**config.mk**
```make
export PLATFORM = sky130hd
export DESIGN_NAME = pll_base_clock_control
export DESIGN_NICKNAME = d
export VERILOG_FILES = /design/src/rtl/clockgen_pkg.sv /design/src/rtl/clksel_if.sv /design/src/rtl/clock_source_switch.sv /design/src/rtl/pll_base_clock_control.sv
export VERILOG_INCLUDE_DIRS = /design/src /design/src/rtl
export SDC_FILE = /design/constraint.sdc
export NUM_CORES = 1
export LEC_CHECK = 0
export BUFFER_PORTS_ARGS = -buffer_cell sky130_fd_sc_hd__buf_2
export CAP_MARGIN = 15
export CORE_MARGIN = 10
export CORE_UTILIZATION = 43
export CTS_BUF_LIST = sky130_fd_sc_hd__clkbuf_2 sky130_fd_sc_hd__clkbuf_4 sky130_fd_sc_hd__clkbuf_8
export DETAILED_ROUTE_END_ITERATION = 16
export PLACE_DENSITY_LB_ADDON = 0.12
export SYNTH_ARGS = -nofsm -noshare
export SYNTH_HDL_FRONTEND = slang
export SYNTH_SLANG_ARGS = --single-unit
```
**constraint.sdc**
```tcl
create_clock -name mclk -period 1.78 [get_ports mclk]
set_input_delay 0 -clock mclk [delete_from_list [all_inputs] [get_ports mclk]]
set_output_delay 0 -clock mclk [all_outputs]
set_load 0.1 [all_outputs]
```
**src/rtl/clockgen_consts.svh**
```systemverilog
`ifndef CLOCKGEN_CONSTS_SVH
`define CLOCKGEN_CONSTS_SVH

// register offsets on the 2-bit address port
`define OFS_LOOP_CTRL 2'h0
`define OFS_BW_CTRL 2'h1
`define OFS_PROG 2'h2

// loop_control_register fields
`define CTL_IRQ_EN_BIT 7
`define CTL_FLAG_BIT 6
`define CTL_PON_BIT 5
`define CTL_BSEL_BIT 4
`define CTL_UNUSED_VAL 4'hf

// bandwidth_control_register fields
`define BW_AUTO_BIT 7
`define BW_LOCK_BIT 6
`define BW_ACQ_BIT 5

// loop_multiplier_range_setting fields
`define PROG_MUL_HI 7
`define PROG_MUL_LO 4
`define PROG_RNG_HI 3
`define PROG_RNG_LO 0
`define PROG_RESET 8'h66
`define MUL_ZERO 4'h0
`define MUL_ONE 4'h1
`define RNG_ZERO 4'h0

// reset values of control bits
`define PON_RESET 1'b1
`define BSEL_RESET 1'b0
`define AUTO_RESET 1'b0

// source edges waited for on a source change, per clock
`define SW_EDGES 2'h3

// synchroniser lanes
`define SYNC_W 4
`define SYNC_XTAL 0
`define SYNC_VCO 1
`define SYNC_LOCK 2
`define SYNC_TRACK 3

`endif

```
**src/rtl/clockgen_pkg.sv**
```systemverilog
package clockgen_pkg;

    typedef enum logic [1:0] {
        sw_run = 2'b01,
        sw_hold = 2'b10
    } switch_state_t;

    typedef logic [7:0] reg_byte_t;

endpackage : clockgen_pkg

```
**src/rtl/clksel_if.sv**
```systemverilog
`timescale 1ns/1ns
`default_nettype none

interface clksel_if;
    logic sel_vco;
    logic xtal_edge;
    logic vco_edge;
    logic base_clk;
    logic switching;

    modport ctl (
        output sel_vco,
        output xtal_edge,
        output vco_edge,
        input base_clk,
        input switching
    );

    modport sw (
        input sel_vco,
        input xtal_edge,
        input vco_edge,
        output base_clk,
        output switching
    );
endinterface : clksel_if

`default_nettype wire

```
**src/rtl/clock_source_switch.sv**
```systemverilog
`timescale 1ns/1ns
`default_nettype none
`include "clockgen_consts.svh"

module clock_source_switch
    import clockgen_pkg::*;
(
    input wire logic mclk,
    input wire logic arst_n,
    clksel_if.sw cs
);

    switch_state_t state_q, state_d;
    logic active_vco_q, active_vco_d;
    logic [1:0] xcnt_q, xcnt_d;
    logic [1:0] vcnt_q, vcnt_d;
    logic out_q, out_d;
    logic src_edge;

    ////////////////////////////////////////////////////////////////////////
    assign src_edge = active_vco_q ? cs.vco_edge : cs.xtal_edge;

    always_comb
    begin
        state_d = state_q;
        active_vco_d = active_vco_q;
        xcnt_d = xcnt_q;
        vcnt_d = vcnt_q;
        out_d = out_q;
        case (state_q)
            sw_run:
            begin
                if (cs.sel_vco != active_vco_q)
                begin
                    state_d = sw_hold;
                    xcnt_d = 2'h0;
                    vcnt_d = 2'h0;
                end
                else if (src_edge)
                begin
                    out_d = ~out_q;
                end
            end
            sw_hold:
            begin
                // output frozen while both clocks are counted
                if (cs.xtal_edge && xcnt_q != `SW_EDGES)
                begin
                    xcnt_d = xcnt_q + 2'h1;
                end
                if (cs.vco_edge && vcnt_q != `SW_EDGES)
                begin
                    vcnt_d = vcnt_q + 2'h1;
                end
                if (xcnt_q == `SW_EDGES && vcnt_q == `SW_EDGES)
                begin
                    active_vco_d = cs.sel_vco;
                    state_d = sw_run;
                end
            end
            default:
            begin
                state_d = sw_run;
            end
        endcase
    end

    always_ff @(posedge mclk or negedge arst_n)
    begin
        if (!arst_n)
        begin
            state_q <= sw_run;
            active_vco_q <= 1'b0;
            xcnt_q <= 2'h0;
            vcnt_q <= 2'h0;
            out_q <= 1'b0;
        end
        else
        begin
            state_q <= state_d;
            active_vco_q <= active_vco_d;
            xcnt_q <= xcnt_d;
            vcnt_q <= vcnt_d;
            out_q <= out_d;
        end
    end

    assign cs.base_clk = out_q;
    assign cs.switching = (state_q == sw_hold);

    ////////////////////////////////////////////////////////////////////////
    property p_hold_static;
        @(posedge mclk) disable iff (!arst_n)
        (state_q == sw_hold) |=> $stable(out_q);
    endproperty
    a_hold_static: assert property (p_hold_static)
        else $error("base clock moved during source change");

    property p_divide;
        @(posedge mclk) disable iff (!arst_n)
        (state_q == sw_run && cs.sel_vco == active_vco_q && src_edge) |=> $changed(out_q);
    endproperty
    a_divide: assert property (p_divide)
        else $error("base clock missed a source edge");

    property p_switch_wait;
        @(posedge mclk) disable iff (!arst_n)
        $rose(state_q == sw_hold) |-> (state_q == sw_hold) [*3];
    endproperty
    a_switch_wait: assert property (p_switch_wait)
        else $error("source change ended too early");

    c_switch: cover property (@(posedge mclk) disable iff (!arst_n)
        (state_q == sw_hold) ##1 (state_q == sw_run));
endmodule : clock_source_switch

`default_nettype wire

```
**src/rtl/pll_base_clock_control.sv**
```systemverilog
// The plain strobed port and the register offsets were left to the implementer.
`timescale 1ns/1ns
`default_nettype none
`include "clockgen_consts.svh"

module pll_base_clock_control
    import clockgen_pkg::*;
(
    input wire logic mclk,
    input wire logic arst_n,
    input wire logic [1:0] addr,
    input wire logic [7:0] wr_data,
    input wire logic wr_en,
    input wire logic rd_en,
    output logic [7:0] rd_data,
    input wire logic crystal_clock,
    input wire logic vco_clock,
    input wire logic lock_detect_in,
    input wire logic tracking_detect_in,
    input wire logic oscillator_enable_in,
    output logic base_clock_out,
    output logic clockgen_interrupt,
    output logic loop_enable,
    output logic [3:0] feedback_multiplier,
    output logic [3:0] range_multiplier,
    output logic tracking_mode
);

    logic [`SYNC_W-1:0] pins;
    logic [`SYNC_W-1:0] s1_q, s2_q, s3_q;

    reg_byte_t prog_q, prog_d;
    logic pon_q, pon_d;
    logic bsel_q, bsel_d;
    logic ie_q, ie_d;
    logic flag_q, flag_d;
    logic auto_q, auto_d;
    logic acq_man_q, acq_man_d;
    reg_byte_t rd_q, rd_d;
    logic irq_q, irq_d;
    logic len_q, len_d;
    logic [3:0] mul_q, mul_d;
    logic [3:0] rng_q, rng_d;
    logic trk_q, trk_d;

    logic wr_ctl, wr_bw, wr_prog, rd_ctl;
    logic [3:0] mul_field, rng_field;
    logic lock_s, track_s, lock_toggle;
    logic pon_req, bsel_req, pon_change;

    clksel_if cs ();

    ////////////////////////////////////////////////////////////////////////
    // pin synchronisers; third stage only feeds edge detection
    assign pins = {tracking_detect_in, lock_detect_in, vco_clock, crystal_clock};

    genvar gi;
    generate
        for (gi = 0; gi < `SYNC_W; gi = gi + 1)
        begin : g_sync
            always_ff @(posedge mclk or negedge arst_n)
            begin
                if (!arst_n)
                begin
                    s1_q[gi] <= 1'b0;
                    s2_q[gi] <= 1'b0;
                    s3_q[gi] <= 1'b0;
                end
                else
                begin
                    s1_q[gi] <= pins[gi];
                    s2_q[gi] <= s1_q[gi];
                    s3_q[gi] <= s2_q[gi];
                end
            end
        end
    endgenerate

    assign lock_s = s2_q[`SYNC_LOCK];
    assign track_s = s2_q[`SYNC_TRACK];
    assign lock_toggle = s2_q[`SYNC_LOCK] ^ s3_q[`SYNC_LOCK];

    ////////////////////////////////////////////////////////////////////////
    // register decode
    assign wr_ctl = wr_en && (addr == `OFS_LOOP_CTRL);
    assign wr_bw = wr_en && (addr == `OFS_BW_CTRL);
    assign wr_prog = wr_en && (addr == `OFS_PROG);
    assign rd_ctl = rd_en && (addr == `OFS_LOOP_CTRL);

    assign mul_field = prog_q[`PROG_MUL_HI:`PROG_MUL_LO];
    assign rng_field = prog_q[`PROG_RNG_HI:`PROG_RNG_LO];

    assign pon_req = wr_data[`CTL_PON_BIT];
    assign bsel_req = wr_data[`CTL_BSEL_BIT];
    assign pon_change = pon_req != pon_q;

    always_comb
    begin
        prog_d = prog_q;
        pon_d = pon_q;
        bsel_d = bsel_q;
        ie_d = ie_q;
        auto_d = auto_q;
        acq_man_d = acq_man_q;
        // frozen while the loop is powered
        if (wr_prog && !pon_q)
        begin
            prog_d = wr_data;
        end
        if (wr_ctl)
        begin
            // power bit locked on while vco drives the base clock
            pon_d = bsel_q ? 1'b1 : pon_req;
            // a power change wins; select waits for a second write
            if (!pon_change)
            begin
                bsel_d = bsel_req && pon_q;
            end
            ie_d = wr_data[`CTL_IRQ_EN_BIT];
        end
        if (wr_bw)
        begin
            auto_d = wr_data[`BW_AUTO_BIT];
            // acq bit is read-only in automatic mode; manual value kept
            if (!auto_q)
            begin
                acq_man_d = wr_data[`BW_ACQ_BIT];
            end
        end
        // zero range or power off keeps the crystal selected
        if (rng_field == `RNG_ZERO || !pon_q)
        begin
            bsel_d = 1'b0;
        end
        if (!auto_d)
        begin
            ie_d = 1'b0;
        end
    end

    ////////////////////////////////////////////////////////////////////////
    // lock change flag; a set in the clearing cycle survives
    always_comb
    begin
        flag_d = flag_q;
        if (rd_ctl)
        begin
            flag_d = 1'b0;
        end
        if (auto_q && lock_toggle)
        begin
            flag_d = 1'b1;
        end
        if (!auto_q)
        begin
            flag_d = 1'b0;
        end
    end

    ////////////////////////////////////////////////////////////////////////
    // outputs and read data
    always_comb
    begin
        rd_d = 8'h00;
        case (addr)
            `OFS_LOOP_CTRL:
                rd_d = {ie_q, flag_q && auto_q, pon_q, bsel_q, `CTL_UNUSED_VAL};
            `OFS_BW_CTRL:
                rd_d = {auto_q, lock_s && auto_q, auto_q ? track_s : acq_man_q, 5'h00};
            `OFS_PROG:
                rd_d = prog_q;
            default:
                rd_d = 8'h00;
        endcase
        if (!rd_en)
        begin
            rd_d = 8'h00;
        end
        irq_d = flag_q && ie_q;
        // loop and oscillator only with enable from the integration logic
        len_d = pon_q && (rng_field != `RNG_ZERO) && oscillator_enable_in;
        mul_d = (mul_field == `MUL_ZERO) ? `MUL_ONE : mul_field;
        rng_d = rng_field;
        trk_d = auto_q ? track_s : acq_man_q;
    end

    always_ff @(posedge mclk or negedge arst_n)
    begin
        if (!arst_n)
        begin
            prog_q <= `PROG_RESET;
            pon_q <= `PON_RESET;
            bsel_q <= `BSEL_RESET;
            auto_q <= `AUTO_RESET;
            ie_q <= 1'b0;
            flag_q <= 1'b0;
            acq_man_q <= 1'b0;
            rd_q <= 8'h00;
            irq_q <= 1'b0;
            len_q <= 1'b0;
            mul_q <= 4'h0;
            rng_q <= 4'h0;
            trk_q <= 1'b0;
        end
        else
        begin
            prog_q <= prog_d;
            pon_q <= pon_d;
            bsel_q <= bsel_d;
            auto_q <= auto_d;
            ie_q <= ie_d;
            flag_q <= flag_d;
            acq_man_q <= acq_man_d;
            rd_q <= rd_d;
            irq_q <= irq_d;
            len_q <= len_d;
            mul_q <= mul_d;
            rng_q <= rng_d;
            trk_q <= trk_d;
        end
    end

    ////////////////////////////////////////////////////////////////////////
    // base clock selector; the divider flop sits inside the switch
    assign cs.sel_vco = bsel_q;
    assign cs.xtal_edge = s2_q[`SYNC_XTAL] && !s3_q[`SYNC_XTAL];
    assign cs.vco_edge = s2_q[`SYNC_VCO] && !s3_q[`SYNC_VCO];

    clock_source_switch clock_source_switch_i (
        .mclk(mclk),
        .arst_n(arst_n),
        .cs(cs)
    );

    assign base_clock_out = cs.base_clk;
    assign rd_data = rd_q;
    assign clockgen_interrupt = irq_q;
    assign loop_enable = len_q;
    assign feedback_multiplier = mul_q;
    assign range_multiplier = rng_q;
    assign tracking_mode = trk_q;

    ////////////////////////////////////////////////////////////////////////
    property p_pon_forced;
        @(posedge mclk) disable iff (!arst_n)
        bsel_q |-> pon_q;
    endproperty
    a_pon_forced: assert property (p_pon_forced)
        else $error("vco selected with loop off");

    property p_bsel_gate;
        @(posedge mclk) disable iff (!arst_n)
        (!pon_q || rng_field == `RNG_ZERO) |=> !bsel_q;
    endproperty
    a_bsel_gate: assert property (p_bsel_gate)
        else $error("select set while loop off or range zero");

    property p_ie_manual;
        @(posedge mclk) disable iff (!arst_n)
        !auto_q |-> !ie_q;
    endproperty
    a_ie_manual: assert property (p_ie_manual)
        else $error("irq enable set in manual mode");

    property p_read_clears;
        @(posedge mclk) disable iff (!arst_n)
        (rd_ctl && !lock_toggle) |=> !flag_q;
    endproperty
    a_read_clears: assert property (p_read_clears)
        else $error("flag survived a control read");

    property p_flag_sets;
        @(posedge mclk) disable iff (!arst_n)
        (auto_q && lock_toggle) |=> flag_q ##1 (!ie_q || clockgen_interrupt);
    endproperty
    a_flag_sets: assert property (p_flag_sets)
        else $error("lock toggle lost");

    property p_prog_frozen;
        @(posedge mclk) disable iff (!arst_n)
        (wr_prog && pon_q) |=> $stable(prog_q);
    endproperty
    a_prog_frozen: assert property (p_prog_frozen)
        else $error("programming changed with loop on");

    property p_one_change;
        @(posedge mclk) disable iff (!arst_n)
        wr_ctl |=> !($changed(pon_q) && $changed(bsel_q));
    endproperty
    a_one_change: assert property (p_one_change)
        else $error("power and select changed together");

    property p_mul_zero;
        @(posedge mclk) disable iff (!arst_n)
        (mul_field == `MUL_ZERO) |=> (feedback_multiplier == `MUL_ONE);
    endproperty
    a_mul_zero: assert property (p_mul_zero)
        else $error("zero multiplier not read as one");

    property p_rng_zero;
        @(posedge mclk) disable iff (!arst_n)
        (rng_field == `RNG_ZERO) |=> !loop_enable;
    endproperty
    a_rng_zero: assert property (p_rng_zero)
        else $error("loop enabled with zero range");

    property p_manual_reads;
        @(posedge mclk) disable iff (!arst_n)
        (rd_en && addr == `OFS_BW_CTRL && !auto_q) |=> !rd_data[`BW_LOCK_BIT];
    endproperty
    a_manual_reads: assert property (p_manual_reads)
        else $error("lock read nonzero in manual mode");

    c_vco_select: cover property (@(posedge mclk) disable iff (!arst_n) $rose(bsel_q));
    c_irq: cover property (@(posedge mclk) disable iff (!arst_n) $rose(clockgen_interrupt));
    c_set_clear: cover property (@(posedge mclk) disable iff (!arst_n)
        rd_ctl && auto_q && lock_toggle);
endmodule : pll_base_clock_control

`default_nettype wire

```
==> impl_metrics.env, run 1 <==
export IMPL_critPathMaxStageDelay_ps=550
export IMPL_grt_usage_pct=11.5
export IMPL_top_usage_layer="met2"
export IMPL_hold_violations=0
export IMPL_yosysSeqAreaShare_pct=63.3
export IMPL_first_pass_iters=4
export IMPL_fin_skew_ps=12.1
export IMPL_num_io_pins=39
export IMPL_synth_nets=187
export IMPL_diodes=0
export IMPL_report_final_slew_viol_count=0
export IMPL_drt_iter0_drc=47
export IMPL_min_path_cells=2
export IMPL_setup_tns_ps=0
export IMPL_clk_latency_ps=310
export IMPL_power_density_nw_per_um2=1510
export IMPL_area_growth_pct=24.2
export IMPL_synth_ff_latch_count=52
export IMPL_path_class="reg -> reg"
export IMPL_clkTransAtPathRegs_ps=80
export IMPL_grt_first_pass_wirelength_um=7040
export IMPL_slew_headroom_pct=61.5
export IMPL_die_height_um=89.4
export IMPL_startpoint_type="register"
export IMPL_rr_startpoint="clock_source_switch_i.state_q[0]$_DFFE_PN1P_"
export IMPL_gr_total_overflow=0
export IMPL_cts_setup_buffers=0
export IMPL_dp_hpwl_um=3070
export IMPL_grt_max_degree=30
export IMPL_cts_root_buf="clkbuf_8"
export IMPL_status="complete, no violations"
export IMPL_vias_per_cell=5.05
export IMPL_worst_slew_pin_slew_ps=569
export IMPL_vias=1378
export IMPL_cts_hold_buf=15
export IMPL_setup_violations=0
export IMPL_max_cap_violations=0
export IMPL_core_area_um2=4690
export IMPL_ir_worst_vdd_mv=0.800
export IMPL_min_path_type="in -> reg"
export IMPL_netlist_area_um2=2070
export IMPL_hp_start="addr[1]"
export IMPL_hold_end="rd_data[2]$_DFF_PN0_"
export IMPL_drive_gt1_share_pct=29.2
export IMPL_critPathSlowestCell="dfstp_2"
export IMPL_clock_fmax_mhz=656
export IMPL_port_buffers=38
export IMPL_synthCells=164
export IMPL_grt_use_met1_pct=14.1
export IMPL_post_route_min_period_ps=1530
export IMPL_dieArea_um2=7980
export IMPL_path_max_fanout=4
export IMPL_crit_chain="inv_1 > ha_1 > a21oi_1 > o221ai_1"
export IMPL_ant_nets=0
export IMPL_use_met2_pct=17.6
export IMPL_start_util_pct=44.1
export IMPL_worst_slack_ps=255
export IMPL_yosysUniqueCellTypes=38
export IMPL_yosys_warnings=0
export IMPL_endpoint_kind="register"
export IMPL_post_cts_resized=0
export IMPL_cts_tree="yes"
export IMPL_nFillCells=412
export IMPL_place_ws_ps=254
export IMPL_worstPathRequired_ps=1940
export IMPL_die_w_um=89.4
export IMPL_nets=241
export IMPL_wl_per_cell_um=15.1
export IMPL_grt_use_met3_pct=3.56
export IMPL_power_leakage_nw=1.24
export IMPL_cts_buffers=5
export IMPL_clock_sinks=52
export IMPL_avgSynthCellArea_um2=12.6
export IMPL_r2r_slack_ps=250
export IMPL_row_count=25
export IMPL_rsz0062_at_grt="no"
export IMPL_crit_arrival_ps=1680
export IMPL_gp_congestion=0.774
export IMPL_rr_endpoint="clock_source_switch_i.vcnt_q[1]$_DFFE_PN0P_"
export IMPL_clockBufferDepth=2
export IMPL_grt_antenna_before_repair=0
export IMPL_worst_r2r_cell_count=4
export IMPL_post_route_period_util_pct=85.7
export IMPL_grt_pass1_vias=1486
export IMPL_htreeDepth=2
export IMPL_drc=0
export IMPL_drt_total_wl_um=4130
## final cells by class
class                           count  area [um2]  share of cell area (%)
Inverter                           12        45.0                    1.75
Clock inverter                      1        30.0                    1.17
Timing Repair Buffer               54         360                    14.0
Tap cell                           54        67.6                    2.63
Multi-Input combinational cell     93         673                    26.2
Sequential cell                    52        1310                    51.0
Clock buffer                        7        83.8                    3.26
## registers in the layout (all words and copies together), names as in the netlist, 2 cells and up
signal / cells
clock_source_switch_i.vcnt_q: 2
s3_q: 3
s2_q: 2
feedback_multiplier: 4
clock_source_switch_i.state_q: 2
prog_q: 8
s1_q: 4
rd_data: 8
clock_source_switch_i.xcnt_q: 2
range_multiplier: 4
## worst max-delay path, delay by kind of cell (launching register included)
kind                     cells  cell delay [ps]
adder cells (fa/ha/maj)      1              330
AO/OA/AOI/OAI                2              460
flip-flops                   1              550
buffers and inverters        1               40
## through the flow
stage | instance area (um2) | power (mW) | utilization [%] | hold WS (ps) | instances
3_5_place_dp | 2300 | 3.08 | 49.1 | 28.5 | 250
2_1_floorplan | 2070 | 2.79 | - | -296 | 164
6_report | 2570 | 3.88 | 54.7 | 96.9 | 273
4_1_cts | 2570 | 3.93 | 54.7 | 86.2 | 273
3_3_place_gp | 2300 | 3.06 | 49.1 | 8.94 | 250
5_1_grt | 2570 | 4.08 | 54.7 | 106 | 273
## power by group
part | switching (mW) | internal (mW)
registers | 0.157 | 1.46
logic | 1.12 | 0.338
clock network | 0.363 | 0.451
total | 1.64 | 2.25
## how the worst max path moves through the flow
stage | startpoint | end | slack, ps | depth (start not counted)
floorplan | clock_source_switch_i.state_q[0]$_DFFE_PN1P_ | clock_source_switch_i.active_vco_q$_DFFE_PN0P_ | 350 | 5
global placement | clock_source_switch_i.state_q[0]$_DFFE_PN1P_ | clock_source_switch_i.vcnt_q[1]$_DFFE_PN0P_ | 330 | 4
detailed placement | clock_source_switch_i.state_q[0]$_DFFE_PN1P_ | clock_source_switch_i.vcnt_q[1]$_DFFE_PN0P_ | 250 | 4
CTS | clock_source_switch_i.state_q[0]$_DFFE_PN1P_ | clock_source_switch_i.vcnt_q[1]$_DFFE_PN0P_ | 250 | 4
global route | clock_source_switch_i.vcnt_q[0]$_DFFE_PN0P_ | clock_source_switch_i.vcnt_q[1]$_DFFE_PN0P_ | 160 | 4
finish | clock_source_switch_i.state_q[0]$_DFFE_PN1P_ | clock_source_switch_i.vcnt_q[1]$_DFFE_PN0P_ | 250 | 4
## cell usage in the layout (no fill, tap or decap), types with 2 or more instances in the layout
cell type       n
dfrtp_1        46
buf_2          38
dlygate4sd3_1  15
inv_1          12
nand2_1        11
a21oi_1        10
mux2_2          6
nor2_1          6
o21ai_0         6
dfstp_2         6
clkbuf_8        5
nor3b_1         4
o221ai_1        4
ha_1            4
nand3b_1        3
nor2b_1         3
mux2i_1         3
xnor2_1         3
o211ai_1        3
nand2b_1        2
and2_1          2
mux2_4          2
and3b_1         2
o2111ai_1       2
nand3_1         2
a22o_1          2
a21o_1          2
clkbuf_4        2
## cell usage after synthesis
| library cell | number | area share, % |
|---|---|---|
| dfrtp_1 | 46 | 56 |
| inv_1 | 12 | 2.2 |
| nand2_1 | 11 | 2.0 |
| a21oi_1 | 10 | 2.4 |
| dfstp_2 | 6 | 7.6 |
| mux2_2 | 6 | 3.3 |
| nor2_1 | 6 | 1.1 |
| o21ai_0 | 6 | 1.5 |
| clkbuf_1 | 4 | 0.73 |
| ha_1 | 4 | 2.4 |
| nor3b_1 | 4 | 1.5 |
| o221ai_1 | 4 | 1.7 |
| mux2i_1 | 3 | 1.5 |
| nand3b_1 | 3 | 1.1 |
| nor2b_1 | 3 | 0.91 |
| o211ai_1 | 3 | 1.1 |
| xnor2_1 | 3 | 1.3 |
| a21o_1 | 2 | 0.73 |
| a22o_1 | 2 | 0.85 |
| and2_1 | 2 | 0.60 |
| and3b_1 | 2 | 0.85 |
| buf_4 | 2 | 0.73 |
| mux2_4 | 2 | 1.5 |
| nand2b_1 | 2 | 0.60 |
| nand3_1 | 2 | 0.48 |
| o2111ai_1 | 2 | 0.85 |
| a21bo_2 | 1 | 0.48 |
| a21boi_0 | 1 | 0.36 |
| a2bb2oi_1 | 1 | 0.42 |
| and3_1 | 1 | 0.30 |
| and4bb_1 | 1 | 0.60 |
| buf_6 | 1 | 0.54 |
| nor3_1 | 1 | 0.24 |
| nor3b_2 | 1 | 0.60 |
| o21a_1 | 1 | 0.36 |
| o41ai_1 | 1 | 0.42 |
| or2_2 | 1 | 0.30 |
| xor2_1 | 1 | 0.42 |
## kinds of logic after synthesis
| kind of cell | count (synthesis) | share of synthesized area [%] |
|---|---|---|
| AND/OR/NAND/NOR | 40 | 11.1 |
| XOR/XNOR | 4 | 1.69 |
| multiplexers | 11 | 6.17 |
| buffers and inverters | 19 | 4.17 |
| adder cells (fa/ha/maj) | 4 | 2.42 |
| AO/OA/AOI/OAI | 34 | 11.1 |
| flip-flops | 52 | 63.3 |
## layer usage
layer  vias up  part of all wire (%)
met4         0                   1.3
met2        36                    50
met1       671                    43
met3         4                   5.8
met5         -                     0
li1        667                     -
(Power assumes the default switching activity.)
==> inputs of run 2 (changes only) <==
- PLACE_DENSITY_LB_ADDON: 0.12 -> 0.3
==> run 2 against run 1 <==
Effect of this change: die area stayed put; total power is 6.8% higher; routed wire length is 1.5% lower; maximum frequency is 1.3% lower; worst hold slack better by 2.4 ps; largest cell class unchanged.
==> impl_metrics.env, run 2 (same netlist as run 1, synthesis figures left out) <==
export IMPL_status="complete, no violations"
export IMPL_use_met2_pct=17.2
export IMPL_drt_total_wl_um=4070
export IMPL_hold_violations=0
export IMPL_start_util_pct=44.1
export IMPL_p_switching_mw=1.65
export IMPL_fin_skew_ps=7.61
export IMPL_min_path_type="in -> reg"
export IMPL_worst_slew_pin_slew_ps=573
export IMPL_layout_common_cells="dfrtp_1 (46), buf_2 (38), dlygate4sd3_1 (15)"
export IMPL_grt_use_met3_pct=4.28
export IMPL_grt_use_met1_pct=13.8
export IMPL_gr_total_overflow=0
export IMPL_slew_headroom_pct=61.3
export IMPL_clock_sinks=52
export IMPL_setup_tns_ps=0
export IMPL_grt_antenna_before_repair=0
export IMPL_grt_usage_pct=11.3
export IMPL_gp_congestion=0.763
export IMPL_core_area_um2=4690
export IMPL_path_max_fanout=4
export IMPL_path_delay_family="flip-flops"
export IMPL_worstPathRequired_ps=1950
export IMPL_die_w_um=89.4
export IMPL_clockBufferDepth=2
export IMPL_grt_first_pass_wirelength_um=6900
export IMPL_place_area_um2=2300
export IMPL_clk_latency_ps=300
export IMPL_drive_gt1_share_pct=29.2
export IMPL_critPathMaxStageDelay_ps=550
export IMPL_cts_setup_buffers=0
export IMPL_report_final_slew_viol_count=0
export IMPL_clockPowerShare_pct=26.0
export IMPL_cts_tree="yes"
export IMPL_fin_util_pct=55.7
export IMPL_nFillCells=403
export IMPL_crit_arrival_ps=1720
export IMPL_dieArea_um2=7980
export IMPL_path_class="reg -> reg"
export IMPL_hold_ws_ps=99.3
export IMPL_startpoint_type="register"
export IMPL_dp_hpwl_um=2780
export IMPL_cts_root_buf="clkbuf_8"
export IMPL_top_usage_layer="met2"
export IMPL_nets=241
export IMPL_wl_per_cell_um=14.9
export IMPL_num_io_pins=39
export IMPL_rsz0062_at_grt="no"
export IMPL_max_cap_violations=0
export IMPL_final_area_um2=2610
export IMPL_critPathSlowestCell="dfstp_2"
export IMPL_first_pass_iters=4
export IMPL_drc=0
export IMPL_stdcell_count=273
export IMPL_grt_max_degree=53
export IMPL_post_route_min_period_ps=1550
export IMPL_clkTransAtPathRegs_ps=90
export IMPL_ir_worst_vdd_mv=0.651
export IMPL_ant_nets=0
export IMPL_switching_share_pct=39.8
export IMPL_p_int_mw=2.50
export IMPL_place_ws_ps=249
export IMPL_post_cts_resized=0
export IMPL_setup_violations=0
export IMPL_diodes=0
export IMPL_htreeDepth=2
export IMPL_endpoint_kind="register"
export IMPL_power_frac_comb_pct=35.1
export IMPL_dp_cells=250
export IMPL_drt_iter0_drc=59
export IMPL_cts_buffers=5
export IMPL_port_buffers=38
export IMPL_worst_slack_ps=235
export IMPL_power_total_mw=4.15
export IMPL_grt_pass1_vias=1444
export IMPL_power_leakage_nw=1.26
export IMPL_vias=1355
export IMPL_clock_fmax_mhz=647
export IMPL_area_growth_pct=26.4
export IMPL_vias_per_cell=4.96
export IMPL_post_route_period_util_pct=86.8
export IMPL_critPathBufInv=1
export IMPL_row_count=25
export IMPL_crit_chain="inv_1 > ha_1 > a21oi_1 > o221ai_1"
export IMPL_pwr_share_seq_pct=38.9
export IMPL_die_height_um=89.4
export IMPL_power_density_nw_per_um2=1590
export IMPL_final_common_cell="dfrtp_1"
==> run 2: path summary, 6_finish.rpt <==
path                            cells past startpoint                                          end  slack [ps]                                          from
worst max register to register                      4  clock_source_switch_i.vcnt_q[1]$_DFFE_PN0P_         230  clock_source_switch_i.state_q[0]$_DFFE_PN1P_
max in group asynchronous                           3                        prog_q[6]$_DFFE_PN1P_        1280                                        arst_n
min in group asynchronous                           3  clock_source_switch_i.vcnt_q[1]$_DFFE_PN0P_         210                                        arst_n
worst min-delay path                                4                            pon_q$_DFFE_PN1P_         100                                       addr[0]
worst min register to register                      0                            s2_q[0]$_DFF_PN0_         350                             s1_q[0]$_DFF_PN0_
worst max-delay path                                4  clock_source_switch_i.vcnt_q[1]$_DFFE_PN0P_         230  clock_source_switch_i.state_q[0]$_DFFE_PN1P_
==> run 2: layout make-up <==
type                            instances  area [um2]  share of cell area [%]
Sequential cell                        52        1310                    50.1
Clock inverter                          3        90.1                    3.45
Clock buffer                            5        68.8                    2.63
Tap cell                               54        67.6                    2.58
Timing Repair Buffer                   54         360                    13.8
Multi-Input combinational cell         93         673                    25.8
Inverter                               12        45.0                    1.72
==> run 2: worst reg2reg max path, stage by stage, from the launching register on <==
cell      delay (ps)
dfstp_2          550
inv_1             50
ha_1             320
a21oi_1          310
o221ai_1         180
==> run 2: power groups by stage <==
stage	clock network [mW]	logic, mW	registers [mW]
6_report	1.08	1.46	1.61
5_1_grt	1.16	1.55	1.65
4_1_cts	1.10	1.47	1.62
3_5_place_dp	0	1.44	1.64
3_3_place_gp	0	1.43	1.63
2_1_floorplan	0	0.413	2.38
==> run 2: what timing repair did <==
action / 4_1_cts / 5_1_grt
endpoints found under the hold margin: 72 / 0
setup endpoints to repair: 0 / 0
hold buffers: 15 / 0
==> run 2: per-layer routing <==
metal  vias up  share of wire, %
met2        36                46
met4         0               1.7
li1        668                 -
met3         7               7.0
met1       644                45
met5         -                 0
